[config.mk]
export PLATFORM = sky130hd
export DESIGN_NAME = psm_host
export DESIGN_NICKNAME = d
export VERILOG_FILES = /design/src/rtl/psm_host_pkg.sv /design/src/rtl/psm_cycle_if.sv /design/src/rtl/psm_cycle_timer.sv /design/src/rtl/psm_host.sv
export SDC_FILE = /design/constraint.sdc
export NUM_CORES = 1
export LEC_CHECK = 0
export BUFFER_PORTS_ARGS = -buffer_cell sky130_fd_sc_hd__buf_4
export CORE_MARGIN = 5
export CORE_UTILIZATION = 53
export DETAILED_ROUTE_END_ITERATION = 8
export MAX_ROUTING_LAYER = met4
export PLACE_DENSITY = 0.82
export SLEW_MARGIN = 20
export SYNTH_ARGS = -nofsm -noshare
export SYNTH_HDL_FRONTEND = slang
export SYNTH_HIERARCHICAL = 1
export SYNTH_SLANG_ARGS = --single-unit
[constraint.sdc]
create_clock -name i_clk_sys -period 7.6 [get_ports i_clk_sys]
set_clock_uncertainty 0.1 [all_clocks]
set_input_delay 1.52 -clock i_clk_sys [delete_from_list [all_inputs] [get_ports i_clk_sys]]
set_output_delay 1.52 -clock i_clk_sys [all_outputs]
set_load 0.1 [all_outputs]
[src/rtl/psm_host_pkg.sv]
// Package with timing constants, widths and operation and refresh-mode types for the pseudo-static memory host controller.
package psm_host_pkg;

    // ------------------------------------------------------------------
    // Clock and timing figures
    // ------------------------------------------------------------------
    localparam int unsigned CLK_PERIOD_NS      = 8;
    localparam int unsigned AUTO_REFRESH_NS    = 180;
    localparam int unsigned SELF_REFRESH_NS    = 8000;
    localparam int unsigned POWER_WAIT_NS      = 100000;
    localparam int unsigned REFRESH_PERIOD_NS  = 8000000;
    // Least times round up; the extra cycle makes "more than" strict.
    localparam int unsigned AUTO_REFRESH_CYC   = (AUTO_REFRESH_NS + CLK_PERIOD_NS - 1) / CLK_PERIOD_NS + 1;
    localparam int unsigned SELF_REFRESH_CYC   = (SELF_REFRESH_NS + CLK_PERIOD_NS - 1) / CLK_PERIOD_NS + 1;
    localparam int unsigned POWER_WAIT_CYC     = (POWER_WAIT_NS + CLK_PERIOD_NS - 1) / CLK_PERIOD_NS + 1;
    localparam int unsigned ROW_COUNT          = 512;
    // Longest time per row rounds down so all rows finish inside the window.
    localparam int unsigned ROW_INTERVAL_CYC   = REFRESH_PERIOD_NS / CLK_PERIOD_NS / ROW_COUNT;
    localparam int unsigned DUMMY_CYCLES       = 9;
    localparam int unsigned STROBE_LOW_CYC     = 4;
    localparam int unsigned STROBE_HIGH_CYC    = 4;
    localparam int unsigned GATE_DELAY_CYC     = 1;

    // ------------------------------------------------------------------
    // Widths
    // ------------------------------------------------------------------
    localparam int unsigned ADDR_W             = 17;
    localparam int unsigned DATA_W             = 8;
    localparam int unsigned ROW_W              = 9;
    localparam int unsigned CNT_W              = 24;

    // ------------------------------------------------------------------
    // Types
    // ------------------------------------------------------------------
    typedef enum logic [1:0] {
        OP_READ_STROBE,
        OP_READ_GATE,
        OP_WRITE
    } op_e;

    typedef enum logic [1:0] {
        RF_ADDRESS,
        RF_AUTO,
        RF_SELF
    } refresh_mode_e;

endpackage : psm_host_pkg

[src/rtl/psm_cycle_if.sv]
// Interface carrying one timed strobe request from the sequencer to the cycle timer.
interface psm_cycle_if;
    logic                 start;
    logic [23:0]          length;
    logic                 done;

    modport master (
        output start,
        output length,
        input  done
    );
    modport timer (
        input  start,
        input  length,
        output done
    );
endinterface : psm_cycle_if

[src/rtl/psm_cycle_timer.sv]
// Down counter that times one phase of a memory cycle.
module psm_cycle_timer (
    input  wire logic     i_clk,
    input  wire logic     i_rst_n,
    psm_cycle_if.timer    cyc
);

    typedef struct packed {
        logic [23:0] count;
        logic        busy;
    } timer_s;

    timer_s state_q;
    timer_s state_d;

    // Load on start, count down, flag done on the last cycle.
    always_comb begin
        state_d = state_q;
        if (cyc.start) begin
            state_d.count = cyc.length;
            state_d.busy  = 1'b1;
        end else if (state_q.busy) begin
            if (state_q.count <= 24'h00_0001) begin
                state_d.busy = 1'b0;
            end
            state_d.count = state_q.count - 24'h00_0001;
        end
    end

    assign cyc.done = state_q.busy && (state_q.count <= 24'h00_0001);

    always_ff @(posedge i_clk or negedge i_rst_n) begin
        if (!i_rst_n) begin
            state_q <= '0;
        end else begin
            state_q <= state_d;
        end
    end

endmodule : psm_cycle_timer

[src/rtl/psm_host.sv]
// Host controller that drives a byte-wide pseudo-static memory through its strobe pins.
//
// Summary of operation
// - Select high at strobe fall for accesses.
// - Address refresh: rows 0-511 within 8 ms.
// - Refresh request low over 180 ns; in self refresh it rises when i_sleep falls, even after one cycle.
// - Wait 100 us, then over eight dummies.
module psm_host #(
    parameter int unsigned POWER_WAIT_CYC   = psm_host_pkg::POWER_WAIT_CYC,
    parameter int unsigned ROW_INTERVAL_CYC = psm_host_pkg::ROW_INTERVAL_CYC,
    parameter int unsigned SELF_REFRESH_CYC = psm_host_pkg::SELF_REFRESH_CYC
) (
    input  wire logic                              i_clk_sys,
    input  wire logic                              i_rst_n,
    // User side.
    input  wire logic                              i_req_valid,
    output      logic                              o_req_ready,
    input  wire logic [1:0]                        i_req_op,
    input  wire logic [psm_host_pkg::ADDR_W-1:0]   i_req_addr,
    input  wire logic [psm_host_pkg::DATA_W-1:0]   i_req_wdata,
    input  wire logic                              i_req_standby,
    output      logic                              o_rsp_valid,
    output      logic [psm_host_pkg::DATA_W-1:0]   o_rsp_rdata,
    input  wire logic [1:0]                        i_refresh_mode,
    input  wire logic                              i_sleep,
    output      logic                              o_init_done,
    output      logic                              o_self_refresh,
    // Memory side.
    output      logic                              o_access_strobe_n,
    output      logic                              o_output_gate_n,
    output      logic                              o_write_strobe_n,
    output      logic                              o_standby_select,
    output      logic                              o_refresh_request_n,
    output      logic [psm_host_pkg::ADDR_W-1:0]   o_addr,
    input  wire logic [psm_host_pkg::DATA_W-1:0]   i_data,
    output      logic [psm_host_pkg::DATA_W-1:0]   o_data,
    output      logic                              o_data_oe
);

    // ------------------------------------------------------------------
    // Reset release and types
    // ------------------------------------------------------------------
    typedef enum logic [3:0] {
        ST_POWER_WAIT,
        ST_DUMMY_LOW,
        ST_DUMMY_HIGH,
        ST_IDLE,
        ST_ACC_LOW,
        ST_ACC_HIGH,
        ST_AUTO_LOW,
        ST_AUTO_HIGH,
        ST_SELF
    } state_e;

    typedef struct packed {
        state_e                            st;
        logic [psm_host_pkg::CNT_W-1:0]    wait_cnt;
        logic [psm_host_pkg::CNT_W-1:0]    row_tmr;
        logic [psm_host_pkg::ROW_W-1:0]    row;
        logic [3:0]                        dummies;
        logic                              refresh_due;
        logic                              is_refresh;
        logic [1:0]                        op;
        logic                              standby;
        logic                              strobe_n;
        logic                              gate_n;
        logic                              wstrobe_n;
        logic                              select;
        logic                              refresh_request_n_n;
        logic [psm_host_pkg::ADDR_W-1:0]   addr;
        logic [psm_host_pkg::DATA_W-1:0]   wdata;
        logic                              data_oe;
        logic                              rsp_valid;
        logic [psm_host_pkg::DATA_W-1:0]   rdata;
        logic                              init_done;
    } host_s;

    logic   rst_meta_q;
    logic   rst_sync_q;
    host_s  s_q;
    host_s  s_d;
    logic   tmr_done;

    psm_cycle_if cyc ();

    // Two flops release the reset synchronously to the clock.
    always_ff @(posedge i_clk_sys or negedge i_rst_n) begin
        if (!i_rst_n) begin
            rst_meta_q <= 1'b0;
            rst_sync_q <= 1'b0;
        end else begin
            rst_meta_q <= 1'b1;
            rst_sync_q <= rst_meta_q;
        end
    end

    psm_cycle_timer u_timer (
        .i_clk   (i_clk_sys),
        .i_rst_n (rst_sync_q),
        .cyc     (cyc)
    );

    assign tmr_done = cyc.done;

    // ------------------------------------------------------------------
    // Sequencer
    // ------------------------------------------------------------------
    // Strobe phases are timed by the shared timer; the long waits use wait_cnt.
    always_comb begin
        s_d           = s_q;
        s_d.rsp_valid = 1'b0;
        cyc.start     = 1'b0;
        cyc.length    = 24'(psm_host_pkg::STROBE_LOW_CYC);
        unique case (s_q.st)
            ST_POWER_WAIT: begin
                if (s_q.wait_cnt == psm_host_pkg::CNT_W'(POWER_WAIT_CYC)) begin
                    s_d.st = ST_DUMMY_LOW;
                    cyc.start = 1'b1;
                end else begin
                    s_d.wait_cnt = s_q.wait_cnt + 24'h00_0001;
                end
            end
            ST_DUMMY_LOW: begin
                s_d.strobe_n = 1'b0;
                if (tmr_done) begin
                    s_d.strobe_n = 1'b1;
                    s_d.dummies  = s_q.dummies + 4'h1;
                    s_d.st       = ST_DUMMY_HIGH;
                    cyc.start    = 1'b1;
                    cyc.length   = 24'(psm_host_pkg::STROBE_HIGH_CYC);
                end
            end
            ST_DUMMY_HIGH: begin
                if (tmr_done) begin
                    if (s_q.dummies == 4'(psm_host_pkg::DUMMY_CYCLES)) begin
                        s_d.st        = ST_IDLE;
                        s_d.init_done = 1'b1;
                    end else begin
                        s_d.st    = ST_DUMMY_LOW;
                        cyc.start = 1'b1;
                    end
                end
            end
            ST_IDLE: begin
                s_d.data_oe = 1'b0;
                s_d.select  = 1'b1;
                if (i_sleep && (i_refresh_mode == 2'(psm_host_pkg::RF_SELF))) begin
                    s_d.refresh_request_n_n   = 1'b0;
                    s_d.wait_cnt = '0;
                    s_d.st       = ST_SELF;
                end else if (s_q.refresh_due && (i_refresh_mode == 2'(psm_host_pkg::RF_ADDRESS))) begin
                    s_d.refresh_due = 1'b0;
                    s_d.is_refresh  = 1'b1;
                    s_d.standby     = 1'b0;
                    s_d.op          = 2'(psm_host_pkg::OP_READ_STROBE);
                    s_d.addr        = psm_host_pkg::ADDR_W'(s_q.row);
                    s_d.row         = s_q.row + 9'h001;
                    s_d.select      = 1'b1;
                    s_d.st          = ST_ACC_LOW;
                    cyc.start       = 1'b1;
                end else if (s_q.refresh_due) begin
                    s_d.refresh_due = 1'b0;
                    s_d.refresh_request_n_n      = 1'b0;
                    s_d.st          = ST_AUTO_LOW;
                    cyc.start       = 1'b1;
                    cyc.length      = 24'(psm_host_pkg::AUTO_REFRESH_CYC);
                end else if (i_req_valid) begin
                    s_d.is_refresh = 1'b0;
                    s_d.op         = i_req_op;
                    s_d.addr       = i_req_addr;
                    s_d.wdata      = i_req_wdata;
                    s_d.standby    = i_req_standby;
                    s_d.select     = !i_req_standby;
                    s_d.data_oe    = (i_req_op == 2'(psm_host_pkg::OP_WRITE));
                    s_d.st         = ST_ACC_LOW;
                    cyc.start      = 1'b1;
                end
            end
            ST_ACC_LOW: begin
                s_d.strobe_n = 1'b0;
                // Gate-timed reads open the output later than the strobe.
                s_d.gate_n = !(!s_q.standby && !s_q.is_refresh && s_q.op != 2'(psm_host_pkg::OP_WRITE) &&
                              (s_q.op == 2'(psm_host_pkg::OP_READ_STROBE) || !s_q.strobe_n));
                s_d.wstrobe_n = !(!s_q.standby && s_q.op == 2'(psm_host_pkg::OP_WRITE) && !s_q.strobe_n);
                if (tmr_done) begin
                    // Write strobe rises with the access strobe, committing the byte.
                    s_d.strobe_n  = 1'b1;
                    s_d.wstrobe_n = 1'b1;
                    s_d.gate_n    = 1'b1;
                    if (!s_q.standby && !s_q.is_refresh && s_q.op != 2'(psm_host_pkg::OP_WRITE)) begin
                        s_d.rdata = i_data;
                    end
                    s_d.rsp_valid = !s_q.is_refresh;
                    s_d.st        = ST_ACC_HIGH;
                    cyc.start     = 1'b1;
                    cyc.length    = 24'(psm_host_pkg::STROBE_HIGH_CYC);
                end
            end
            ST_ACC_HIGH: begin
                s_d.data_oe = 1'b0;
                if (tmr_done) begin
                    s_d.st = ST_IDLE;
                end
            end
            ST_AUTO_LOW: begin
                if (tmr_done) begin
                    s_d.refresh_request_n_n = 1'b1;
                    s_d.st     = ST_AUTO_HIGH;
                    cyc.start  = 1'b1;
                    cyc.length = 24'(psm_host_pkg::STROBE_HIGH_CYC);
                end
            end
            ST_AUTO_HIGH: begin
                if (tmr_done) begin
                    s_d.st = ST_IDLE;
                end
            end
            ST_SELF: begin
                if (s_q.wait_cnt != psm_host_pkg::CNT_W'(SELF_REFRESH_CYC)) begin
                    s_d.wait_cnt = s_q.wait_cnt + 24'h00_0001;
                end
                s_d.refresh_due = 1'b0;
                if (!i_sleep) begin
                    s_d.refresh_request_n_n = 1'b1;
                    s_d.st     = ST_AUTO_HIGH;
                    cyc.start  = 1'b1;
                    cyc.length = 24'(psm_host_pkg::STROBE_HIGH_CYC);
                end
            end
            default: begin
                s_d.st = ST_IDLE;
            end
        endcase
        // Row timer paces distributed refresh so 512 rows fit in the period.
        // It sits after the state decode so a new tick wins over a clear in the same cycle.
        if (s_q.init_done && (s_q.row_tmr == '0)) begin
            s_d.row_tmr     = psm_host_pkg::CNT_W'(ROW_INTERVAL_CYC - 1);
            s_d.refresh_due = 1'b1;
        end else if (s_q.init_done) begin
            s_d.row_tmr = s_q.row_tmr - 24'h00_0001;
        end
    end

    // State register with a defined idle-pin value at reset.
    always_ff @(posedge i_clk_sys or negedge rst_sync_q) begin
        if (!rst_sync_q) begin
            s_q           <= '0;
            s_q.st        <= ST_POWER_WAIT;
            s_q.strobe_n  <= 1'b1;
            s_q.gate_n    <= 1'b1;
            s_q.wstrobe_n <= 1'b1;
            s_q.refresh_request_n_n    <= 1'b1;
        end else begin
            s_q <= s_d;
        end
    end

    // ------------------------------------------------------------------
    // Outputs
    // ------------------------------------------------------------------
    assign o_req_ready         = (s_q.st == ST_IDLE) && !s_q.refresh_due && !i_sleep;
    assign o_rsp_valid         = s_q.rsp_valid;
    assign o_rsp_rdata         = s_q.rdata;
    assign o_init_done         = s_q.init_done;
    assign o_self_refresh      = (s_q.st == ST_SELF) && (s_q.wait_cnt == psm_host_pkg::CNT_W'(SELF_REFRESH_CYC));
    assign o_access_strobe_n   = s_q.strobe_n;
    assign o_output_gate_n     = s_q.gate_n;
    assign o_write_strobe_n    = s_q.wstrobe_n;
    assign o_standby_select    = s_q.select;
    assign o_refresh_request_n = s_q.refresh_request_n_n;
    assign o_addr              = s_q.addr;
    assign o_data              = s_q.wdata;
    assign o_data_oe           = s_q.data_oe;

endmodule : psm_host

==> impl_metrics.py, run 1 <==
metrics = {
    "floorplanning": {
        "num_rows": 43,
        "core_um2": 13720,
        "die_h_um": 127.5,
        "start_util_pct": 53.32,
        "die-area_um2": 16250,
        "io_pins": 85,
        "die_w_um": 127.5,
    },
    "finish": {
        "final_area_um2": 8543,
        "antennaDiodeCount": 0,
        "final_net_count": 848,
        "nFillCells": 1088,
        "area_delta_synth_final_pct": 16.78,
        "final_util_pct": 62.27,
        "seq_area_um2": 3462,
        "multi_input_area_um2": 3420,
        "drive_gt1_share_pct": 20.86,
    },
    "worst_setup_path": {
        "critPathKind": "flip-flop to output pin",
        "max_stage_delay_ns": 0.59,
        "critPathArrivalTime_ns": 2.29,
        "rr_startpoint": "u_timer/state_q[12]",
        "cp-end-kind": "output pin",
        "worstPathRequired_ns": 5.98,
        "cp_cell_sequence": "nor4b_2 > nand4_1 > nor2_1 > buf_4",
        "rrSetupSlack_ns": 3.77,
        "cp_slowest_cell": "dfrtp_1",
        "startpoint": "s_q[107]",
        "cp-start-kind": "flip-flop",
        "cp_max_fo": 19,
    },
    "timing": {
        "setup-tns-final_ns": 0,
        "max_freq_ghz": 0.2557,
        "slew_headroom_pct": 29.74,
        "fin_crit_ns": 3.911,
        "tightest_slew_ns": 1.046,
        "setup_viol": 0,
        "finalHoldViolCount": 0,
        "rsz0062_at_grt": "no",
        "setup_slack_ns": 3.689,
        "fin_crit_sh_pct": 51.46,
        "slew_violations": 0,
    },
    "drt": {
        "post-route-drc-count": 0,
        "wl_per_cell_um": 15.42,
        "drt_iter0_drc": 368,
        "drt-total-wl_um": 15260,
        "final_antenna_net_count": 0,
        "via_per_inst": 5.714,
        "drt_first_pass_iters": 6,
        "vias": 5657,
    },
    "min_path": {
        "hold_path_class": "flip-flop to flip-flop",
        "min-delay-start": "rst_meta_q",
    },
    "clocking": {
        "clock_sinks": 138,
        "post_cts_buffers": 0,
        "cts_buffers": 17,
        "clock_latency_ns": 0.42,
        "post_cts_resized": 0,
        "cts_root_buf": "clkbuf_16",
        "clk_path_buf_depth": 2,
        "postCtsHoldBufs": 0,
        "cts.clk_slew.worst_paths_ns": 0.06,
        "cts_tree": "yes",
        "cts.htree.levels": 4,
    },
    "flow_run": {
        "cap_violations": 0,
    },
    "global_route": {
        "antenna_found_initial": 0,
        "grt_pass1_vias": 5405,
        "grt_pass1_wl_um": 26010,
        "grt_usage_pct": 20.14,
        "grt_max_degree": 79,
        "overflow": 0,
    },
    "placement": {
        "dp_slack_ns": 3.823,
        "place_area_um2": 7895,
        "place_hpwl_um": 10420,
        "port_buffers": 84,
        "place_congestion": 0.8103,
    },
    "synthesis": {
        "syn-instance-count": 738,
        "synthMuxAreaShare_pct": 3.352,
        "synth-edff-count": 0,
        "synthAdderAreaFrac_pct": 1.539,
        "synth_compound_area_share_pct": 13.87,
        "syn_avg_cell_area_um2": 9.913,
        "ys.flop_type": "dfrtp_1",
        "synth-xor-area-share_pct": 4.549,
        "synth-simple-area-share_pct": 21.89,
        "syn_area_um2": 7316,
        "synth_top_family_by_area": "simple AND/OR/NAND/NOR gates",
        "yosysSeqAreaShare_pct": 47.27,
        "synthArstFlopShare_pct": 100.0,
        "synth_seq_cells": 138,
        "yosysUniqueCellTypes": 72,
        "yosysWarnings": 6,
    },
    "status": {
        "status": "finished clean",
    },
    "power": {
        "totalPowerFinal_mw": 3.465,
        "p_leak_nw": 3.847,
        "peakVddDrop_v": 0.0003066,
        "power_density_nw_per_um2": 405.6,
    },
}
-- worst paths after layout --
check                                            to  depth (start not counted)
min in group asynchronous                 o_addr[1]                          0
worst min-delay path                     rst_sync_q                          0
max in group asynchronous            o_rsp_rdata[7]                          2
worst min register to register           rst_sync_q                          0
worst max-delay path                 o_self_refresh                          4
worst max register to register  u_timer/state_q[16]                         10
-- through the flow --
stage | hold WS (ns) | std cells
after floorplan | 0.2312 | 758
after global placement | 0.2439 | 957
after detailed placement | 0.2410 | 957
after CTS | 0.2555 | 989
after global routing | 0.2759 | 990
final | 0.2556 | 990
-- critical path: cells and delay by family, from the launching register on --
family                 cells  cell delay (ns)
buffers and inverters      1             0.31
flip-flops                 1             0.59
AND/OR/NAND/NOR            3             0.97
-- cell usage in the layout, fill, tap and decap left out, types with 4 or more instances in the layout --
master / n
dfrtp_1: 133
buf_4: 91
nor2_1: 62
o21ai_0: 53
nand2_1: 51
inv_1: 28
xnor2_1: 24
nand4_1: 23
conb_1: 22
nor3_1: 21
mux2_2: 20
nand3_1: 19
a21oi_1: 17
o31ai_1: 17
clkbuf_16: 17
a31oi_1: 16
xor2_1: 14
a22o_1: 12
or4_1: 12
nor4_1: 10
or3_1: 10
a222oi_1: 9
ha_1: 9
nor2b_1: 7
and3_1: 7
nor3b_1: 6
nor4bb_1: 5
o41ai_1: 5
and2_1: 4
nand2b_1: 4
a21o_1: 4
nor4_4: 4
bufinv_16: 4
dfstp_2: 4
-- layout make-up --
cell class                      count  area share, %
Clock buffer                       21          5.390
Clock inverter                     11          1.963
Inverter                           28          1.230
Multi-Input combinational cell    520          40.03
Sequential cell                   138          40.52
Tap cell                          180          2.636
Timing Repair Buffer               92          8.231
-- state kept, by name (all words and copies together) (netlist names) --
register	count
s_q	70
u_timer/state_q	25
o_addr	17
o_data	8
o_rsp_rdata	8
o_access_strobe_n	1
o_data_oe	1
o_init_done	1
o_output_gate_n	1
o_refresh_request_n	1
o_rsp_valid	1
o_standby_select	1
o_write_strobe_n	1
rst_meta_q	1
rst_sync_q	1
-- layer usage --
layer  up-vias  GRT usage, %  wire (um)
li1       2745             -          -
met1      2742         26.76       6915
met2       151         30.91       7446
met3        19         4.808        665
met4         0         6.057        237
met5         -             -          0
-- kinds of logic (layout without fill, tap and decap cells) --
logic type	after synthesis	after routing
mux	22	22
buf+inv	100	152
xor+xnor	38	38
simple gates	276	276
other cells	2	22
flops	138	138
compound gates	153	153
fa+ha+maj	9	9
-- synth_stat cells (10+ instances only) --
master	instances	area [um^2]
inv_1	28	105.1
a31oi_1	16	100.1
clkbuf_1	18	67.56
a22o_1	12	105.1
or3_1	10	62.56
nor4_1	10	62.56
buf_2	11	55.05
dfrtp_1	134	3353
o21ai_0	54	270.3
mux2_2	20	225.2
o31ai_1	18	135.1
nand2_1	51	191.4
buf_4	36	270.3
xor2_1	14	122.6
or4_1	12	90.09
nor2_1	62	232.7
nor3_1	21	105.1
nand4_1	23	143.9
a21oi_1	17	85.08
nand3_1	19	95.09
xnor2_1	24	210.2
-- power breakdown --
group | switching (mW) | leakage, nW | total (mW) | internal (mW)
Combinational | 0.961 | 1.78 | 1.38 | 0.424
Sequential | 0.261 | 1.76 | 1.21 | 0.946
Clock | 0.307 | 0.303 | 0.873 | 0.566
Power figures use the tool's default switching activity.
==> inputs of run 2 (changes only) <==
Settings changed: ABC_AREA set to 1, PLACE_DENSITY 0.82 to 0.85.
Clock period 7.6 ns to 3.18 ns, I/O delays scaled along.
==> impl_metrics.py, run 2 <==
metrics = {
    "status": {
        "status": "finished clean",
    },
    "flow_run": {
        "cap_violations": 0,
    },
    "drt": {
        "vias": 7440,
        "drt_first_pass_iters": 7,
        "final_antenna_net_count": 0,
        "wl_per_cell_um": 13.53,
        "via_per_inst": 5.243,
        "post-route-drc-count": 0,
        "drt_iter0_drc": 572,
        "drt-total-wl_um": 19200,
    },
    "placement": {
        "dp_cells": 1386,
        "place_hpwl_um": 13300,
        "place_congestion": 0.9035,
        "port_buffers": 84,
    },
    "power": {
        "peakVddDrop_v": 0.0004166,
        "p_leak_nw": 4.880,
        "power_density_nw_per_um2": 467.8,
    },
    "synthesis": {
        "synth_top_area_share_pct": 40.80,
        "synth_seq_cells": 138,
        "syn_avg_cell_area_um2": 7.178,
        "synth.most_common_cell": "nand2_1",
        "syn-instance-count": 1145,
        "synthTopCellsByCount": "nand2_1 (365), nor2_1 (174), dfrtp_1 (134), inv_1 (123), nand3_1 (82)",
        "synthTopCellsByArea": "dfrtp_1 (41%), nand2_1 (17%), nor2_1 (7.9%)",
        "syn_area_um2": 8219,
        "ys.flop_type": "dfrtp_1",
        "yosysUniqueCellTypes": 44,
        "yosysSeqAreaShare_pct": 42.08,
        "synth-edff-count": 0,
        "yosys.area.top_type": "dfrtp_1",
        "synthArstFlopShare_pct": 100.0,
        "yosysWarnings": 6,
    },
    "floorplanning": {
        "die-area_um2": 18100,
        "die_w_um": 134.5,
        "num_rows": 45,
        "core_um2": 15200,
        "start_util_pct": 54.07,
        "io_pins": 85,
        "die_h_um": 134.5,
    },
    "min_path": {
        "hold_path_class": "flip-flop to asynchronous set/reset pin",
    },
    "global_route": {
        "overflow": 0,
        "grt_pass1_wl_um": 32860,
        "grt_max_degree": 49,
        "grt_usage_pct": 22.76,
        "grt_pass1_vias": 7186,
        "antenna_found_initial": 0,
    },
    "finish": {
        "drive_gt1_share_pct": 12.92,
        "area_delta_synth_final_pct": 15.24,
        "largest_reg_flops": 70,
        "top_register": "s_q",
        "stdcell_count": 1419,
        "antennaDiodeCount": 0,
        "layout_commonest_cell": "nand2_1",
        "final_net_count": 1269,
        "layout_common_cells": "nand2_1 (365), nor2_1 (173), dfrtp_1 (133), inv_1 (123), buf_4 (92)",
    },
    "timing": {
        "tightest_slew_ns": 0.7633,
        "slew_headroom_pct": 48.73,
        "fin_crit_ns": 2.920,
        "rsz0062_at_grt": "no",
        "fin_crit_sh_pct": 91.81,
        "finalHoldViolCount": 0,
        "max_freq_ghz": 0.3425,
        "setup-tns-final_ns": 0,
        "slew_violations": 0,
        "hold_ws_ns": 0.2561,
        "setup_viol": 0,
    },
    "worst_setup_path": {
        "cp_max_fo": 16,
        "cp-end-kind": "flip-flop",
        "reg2reg_to": "o_rsp_rdata[2]",
        "cp-start-kind": "flip-flop",
        "critPathArrivalTime_ns": 3.08,
        "critPathKind": "flip-flop to flip-flop",
        "rr_startpoint": "u_timer/state_q[1]",
        "worstPathRequired_ns": 3.34,
        "rrSetupSlack_ns": 0.26,
        "rr_worst_depth": 9,
    },
    "clocking": {
        "clk_path_buf_depth": 2,
        "cts.htree.levels": 4,
        "cts_buffers": 17,
        "post_cts_buffers": 0,
        "cts.clk_slew.worst_paths_ns": 0.06,
        "post_cts_resized": 0,
        "cts_root_buf": "clkbuf_16",
        "cts_tree": "yes",
        "clock_latency_ns": 0.43,
        "clock_sinks": 138,
    },
}
## run 2: cell types whose count changed after synthesis, moves of 14 or more
cell and change:
clkbuf_1 -14, xnor2_1 -17, o31ai_1 -17, mux2_2 -20, nor2_1 +112, inv_1 +95
o21ai_0 -26, a22oi_1 +17, nand2_1 +314, nand3_1 +63, a31oi_1 -14
## run 2: layer usage
metal | share of wire (%) | global-route usage (%)
met5 | 0 | -
met4 | 2.3 | 8.937
met3 | 5.5 | 4.806
met2 | 47 | 36.56
met1 | 45 | 28.36
## run 2: cell families after synthesis
kind of cell,Yosys count,synth area share (%)
AO/OA/AOI/OAI,94,7.337
XOR/XNOR,23,2.451
adder cells (fa/ha/maj),9,1.370
buffers and inverters,187,10.91
flip-flops,138,42.08
other,2,0.09137
AND/OR/NAND/NOR,692,35.76
## run 2: cell type report
cell class,count,area [um^2]
Clock buffer,22,464.2
Clock inverter,10,166.4
Fill cell,1340,5731
Inverter,127,476.7
Multi-Input combinational cell,840,3946
Sequential cell,138,3462
Tap cell,188,235.2
Timing Repair Buffer,94,720.7
## run 2: worst max-delay path: stages, from the launching register on
cell and delay (ns):
dfrtp_1 0.38, inv_1 0.12, ha_1 0.29, o21ai_0 0.15, nor2_1 0.14, nand3_1 0.12, nor2_1 0.36, inv_1 0.20
nor4_4 0.68, o21ai_0 0.21
## run 2: power breakdown
group | switching [mW] | total [mW] | internal (mW)
Sequential | 0.102 | 1.93 | 1.83
Clock | 0.770 | 2.13 | 1.36
Combinational | 0.228 | 0.371 | 0.143
Total | 1.10 | 4.43 | 3.33
## run 2: metrics by stage
stage | utilization (%) | setup slack [ns] | instance area (um^2) | power (mW)
2_1_floorplan | - | 0.5493 | 8300 | 2.202
3_3_place_gp | 58.09 | 0.4810 | 8831 | 2.305
3_5_place_dp | 58.09 | 0.3221 | 8831 | 2.326
4_1_cts | 62.30 | 0.2306 | 9472 | 4.454
5_1_grt | 62.30 | 0.03393 | 9472 | 4.601
6_report | 62.30 | 0.2605 | 9472 | 4.431
## run 2: how the worst max path moves through the flow
stage                       startpoint        endpoint  cells after the start
floorplan                     s_q[109]     o_req_ready                      5
global placement    u_timer/state_q[1]  o_rsp_rdata[5]                      9
detailed placement  u_timer/state_q[1]  o_rsp_rdata[7]                      9
CTS                 u_timer/state_q[1]  o_rsp_rdata[2]                      9
global route        u_timer/state_q[1]  o_rsp_rdata[2]                     10
finish              u_timer/state_q[1]  o_rsp_rdata[2]                      9
## run 2: repair_timing
| item | 4_1_cts | 5_1_grt |
|---|---|---|
| endpoints found under the setup margin | 0 | 2 |
| hold buffers | 1 | 0 |
| hold endpoints to repair | 2 | 0 |
==> inputs of run 3 (changes only) <==
Settings changed: PLACE_DENSITY 0.85 to 0.86.
==> impl_metrics.py, run 3 (synthesis gave the netlist of run 2 again) <==
metrics = {
    "global_route": {
        "overflow": 0,
        "grt_pass1_wl_um": 32230,
        "grt_usage_pct": 22.31,
        "grt_max_degree": 90,
        "grt_pass1_vias": 7106,
        "antenna_found_initial": 0,
    },
    "worst_setup_path": {
        "cp-start-kind": "flip-flop",
        "reg2reg_to": "o_rsp_rdata[2]",
        "cp_max_fo": 8,
        "rr_startpoint": "u_timer/state_q[1]",
        "cp_cell_sequence": "nor2_2 > nand3_2 > nor3_1 > nand2_1 > inv_1 > buf_4",
        "rrSetupSlack_ns": 0.43,
        "cp-end-kind": "output pin",
        "critPathKind": "flip-flop to output pin",
        "rr_worst_depth": 9,
        "worstPathRequired_ns": 2.44,
        "max_stage_delay_ns": 0.47,
        "cp_slowest_cell": "dfrtp_1",
        "critPathArrivalTime_ns": 2.02,
    },
    "floorplanning": {
        "core_um2": 15200,
        "start_util_pct": 54.07,
        "die_w_um": 134.5,
        "die-area_um2": 18100,
        "io_pins": 85,
        "num_rows": 45,
        "die_h_um": 134.5,
    },
    "finish": {
        "area_delta_synth_final_pct": 14.95,
        "final_net_count": 1268,
        "top_register": "s_q",
        "largest_reg_flops": 70,
        "multi_input_area_um2": 3946,
        "seq_area_um2": 3462,
        "nFillCells": 1277,
        "stdcell_count": 1418,
        "layout_commonest_cell": "nand2_1",
        "drive_gt1_share_pct": 13.01,
        "layout_common_cells": "nand2_1 (365), nor2_1 (173), dfrtp_1 (133), inv_1 (123), buf_4 (91)",
        "antennaDiodeCount": 0,
    },
    "status": {
        "status": "finished clean",
    },
    "clocking": {
        "cts.clk_slew.worst_paths_ns": 0.06,
        "cts_tree": "yes",
        "clock_latency_ns": 0.43,
        "cts.htree.levels": 4,
        "post_cts_resized": 0,
        "cts_buffers": 17,
        "cts_root_buf": "clkbuf_16",
        "clock_sinks": 138,
        "clk_path_buf_depth": 2,
    },
    "drt": {
        "vias": 7477,
        "post-route-drc-count": 0,
        "drt_iter0_drc": 672,
        "drt-total-wl_um": 19150,
        "final_antenna_net_count": 0,
        "drt_first_pass_iters": 6,
        "wl_per_cell_um": 13.50,
        "via_per_inst": 5.273,
    },
    "timing": {
        "slew_headroom_pct": 48.07,
        "tightest_slew_ns": 0.7732,
        "setup-tns-final_ns": 0,
        "fin_crit_ns": 2.752,
        "setup_slack_ns": 0.4278,
        "hold_ws_ns": 0.1254,
        "rsz0062_at_grt": "no",
        "slew_violations": 0,
        "finalHoldViolCount": 0,
        "max_freq_ghz": 0.3634,
        "setup_viol": 0,
        "fin_crit_sh_pct": 86.55,
    },
    "placement": {
        "dp_cells": 1385,
        "place_congestion": 0.9396,
        "port_buffers": 84,
        "dp_slack_ns": 0.3504,
        "place_hpwl_um": 13230,
    },
    "power": {
        "p_leak_nw": 4.865,
        "power_density_nw_per_um2": 460.2,
        "totalPowerFinal_mw": 4.348,
        "peakVddDrop_v": 0.0004835,
    },
    "min_path": {
        "hold_path_class": "flip-flop to asynchronous set/reset pin",
    },
    "flow_run": {
        "cap_violations": 0,
    },
}
## run 3: changes by cell type in the layout (fill, tap and decap cells not counted)
cell	change
clkbuf_8	+1
bufinv_16	-1
clkbuf_1	-2
clkinv_2	+2
clkinv_4	-1
buf_4	-1
clkinvlp_4	+2
inv_6	-1
## run 3: layer usage
layer / vias to the layer above / GRT usage (%) / routed length [um] / part of all wire [%]
met5: - / - / 0 / 0
li1: 3709 / - / - / -
met4: 0 / 7.805 / 413 / 2.2
met3: 41 / 5.402 / 1314 / 6.9
met2: 286 / 36.03 / 9109 / 48
met1: 3441 / 27.64 / 8311 / 43
## run 3: worst max-delay path by stage
stage,slack (ns),startpoint,end,cells past startpoint
global placement,0.49,u_timer/state_q[1],o_rsp_rdata[3],9
detailed placement,0.35,u_timer/state_q[1],o_rsp_rdata[2],9
floorplan,0.55,s_q[109],o_req_ready,5
global route,0.10,u_timer/state_q[1],o_rsp_rdata[2],9
finish,0.43,s_q[108],o_self_refresh,6
CTS,0.29,u_timer/state_q[1],o_rsp_rdata[2],9
## run 3: cell type report
cell class                 count  share of cell area, %
sequential                   138                  36.64
clock buffer                  21                  4.979
multi-input combinational    840                  41.77
tap                          188                  2.490
inverter                     127                  5.046
timing repair buffer          93                  7.549
clock inverter                11                  1.523
## run 3: per-stage QoR
| stage | util [%] | cell area [um^2] |
|---|---|---|
| 2_1_floorplan | - | 8300 |
| 3_3_place_gp | 58.04 | 8823 |
| 3_5_place_dp | 58.04 | 8823 |
| 4_1_cts | 62.15 | 9448 |
| 5_1_grt | 62.15 | 9448 |
| 6_report | 62.15 | 9448 |
## run 3: timing repair
action                                  4_1_cts  5_1_grt
buffers inserted                              0        0
hold buffers                                  1        0
endpoints found under the setup margin        0        4
hold endpoints to repair                      2        0
## run 3: worst max-delay path: cells and delay by family (launching register included)
family,cells,cell delay [ns]
and+or+nand+nor,4,0.76
DFF,1,0.47
buffers and inverters,2,0.36
## run 3: report_power, final
part           switching (mW)  total (mW)  internal, mW
combinational           0.232       0.374         0.142
clock                   0.756        2.05          1.29
sequential             0.0961        1.93          1.83
total                    1.08        4.35          3.26
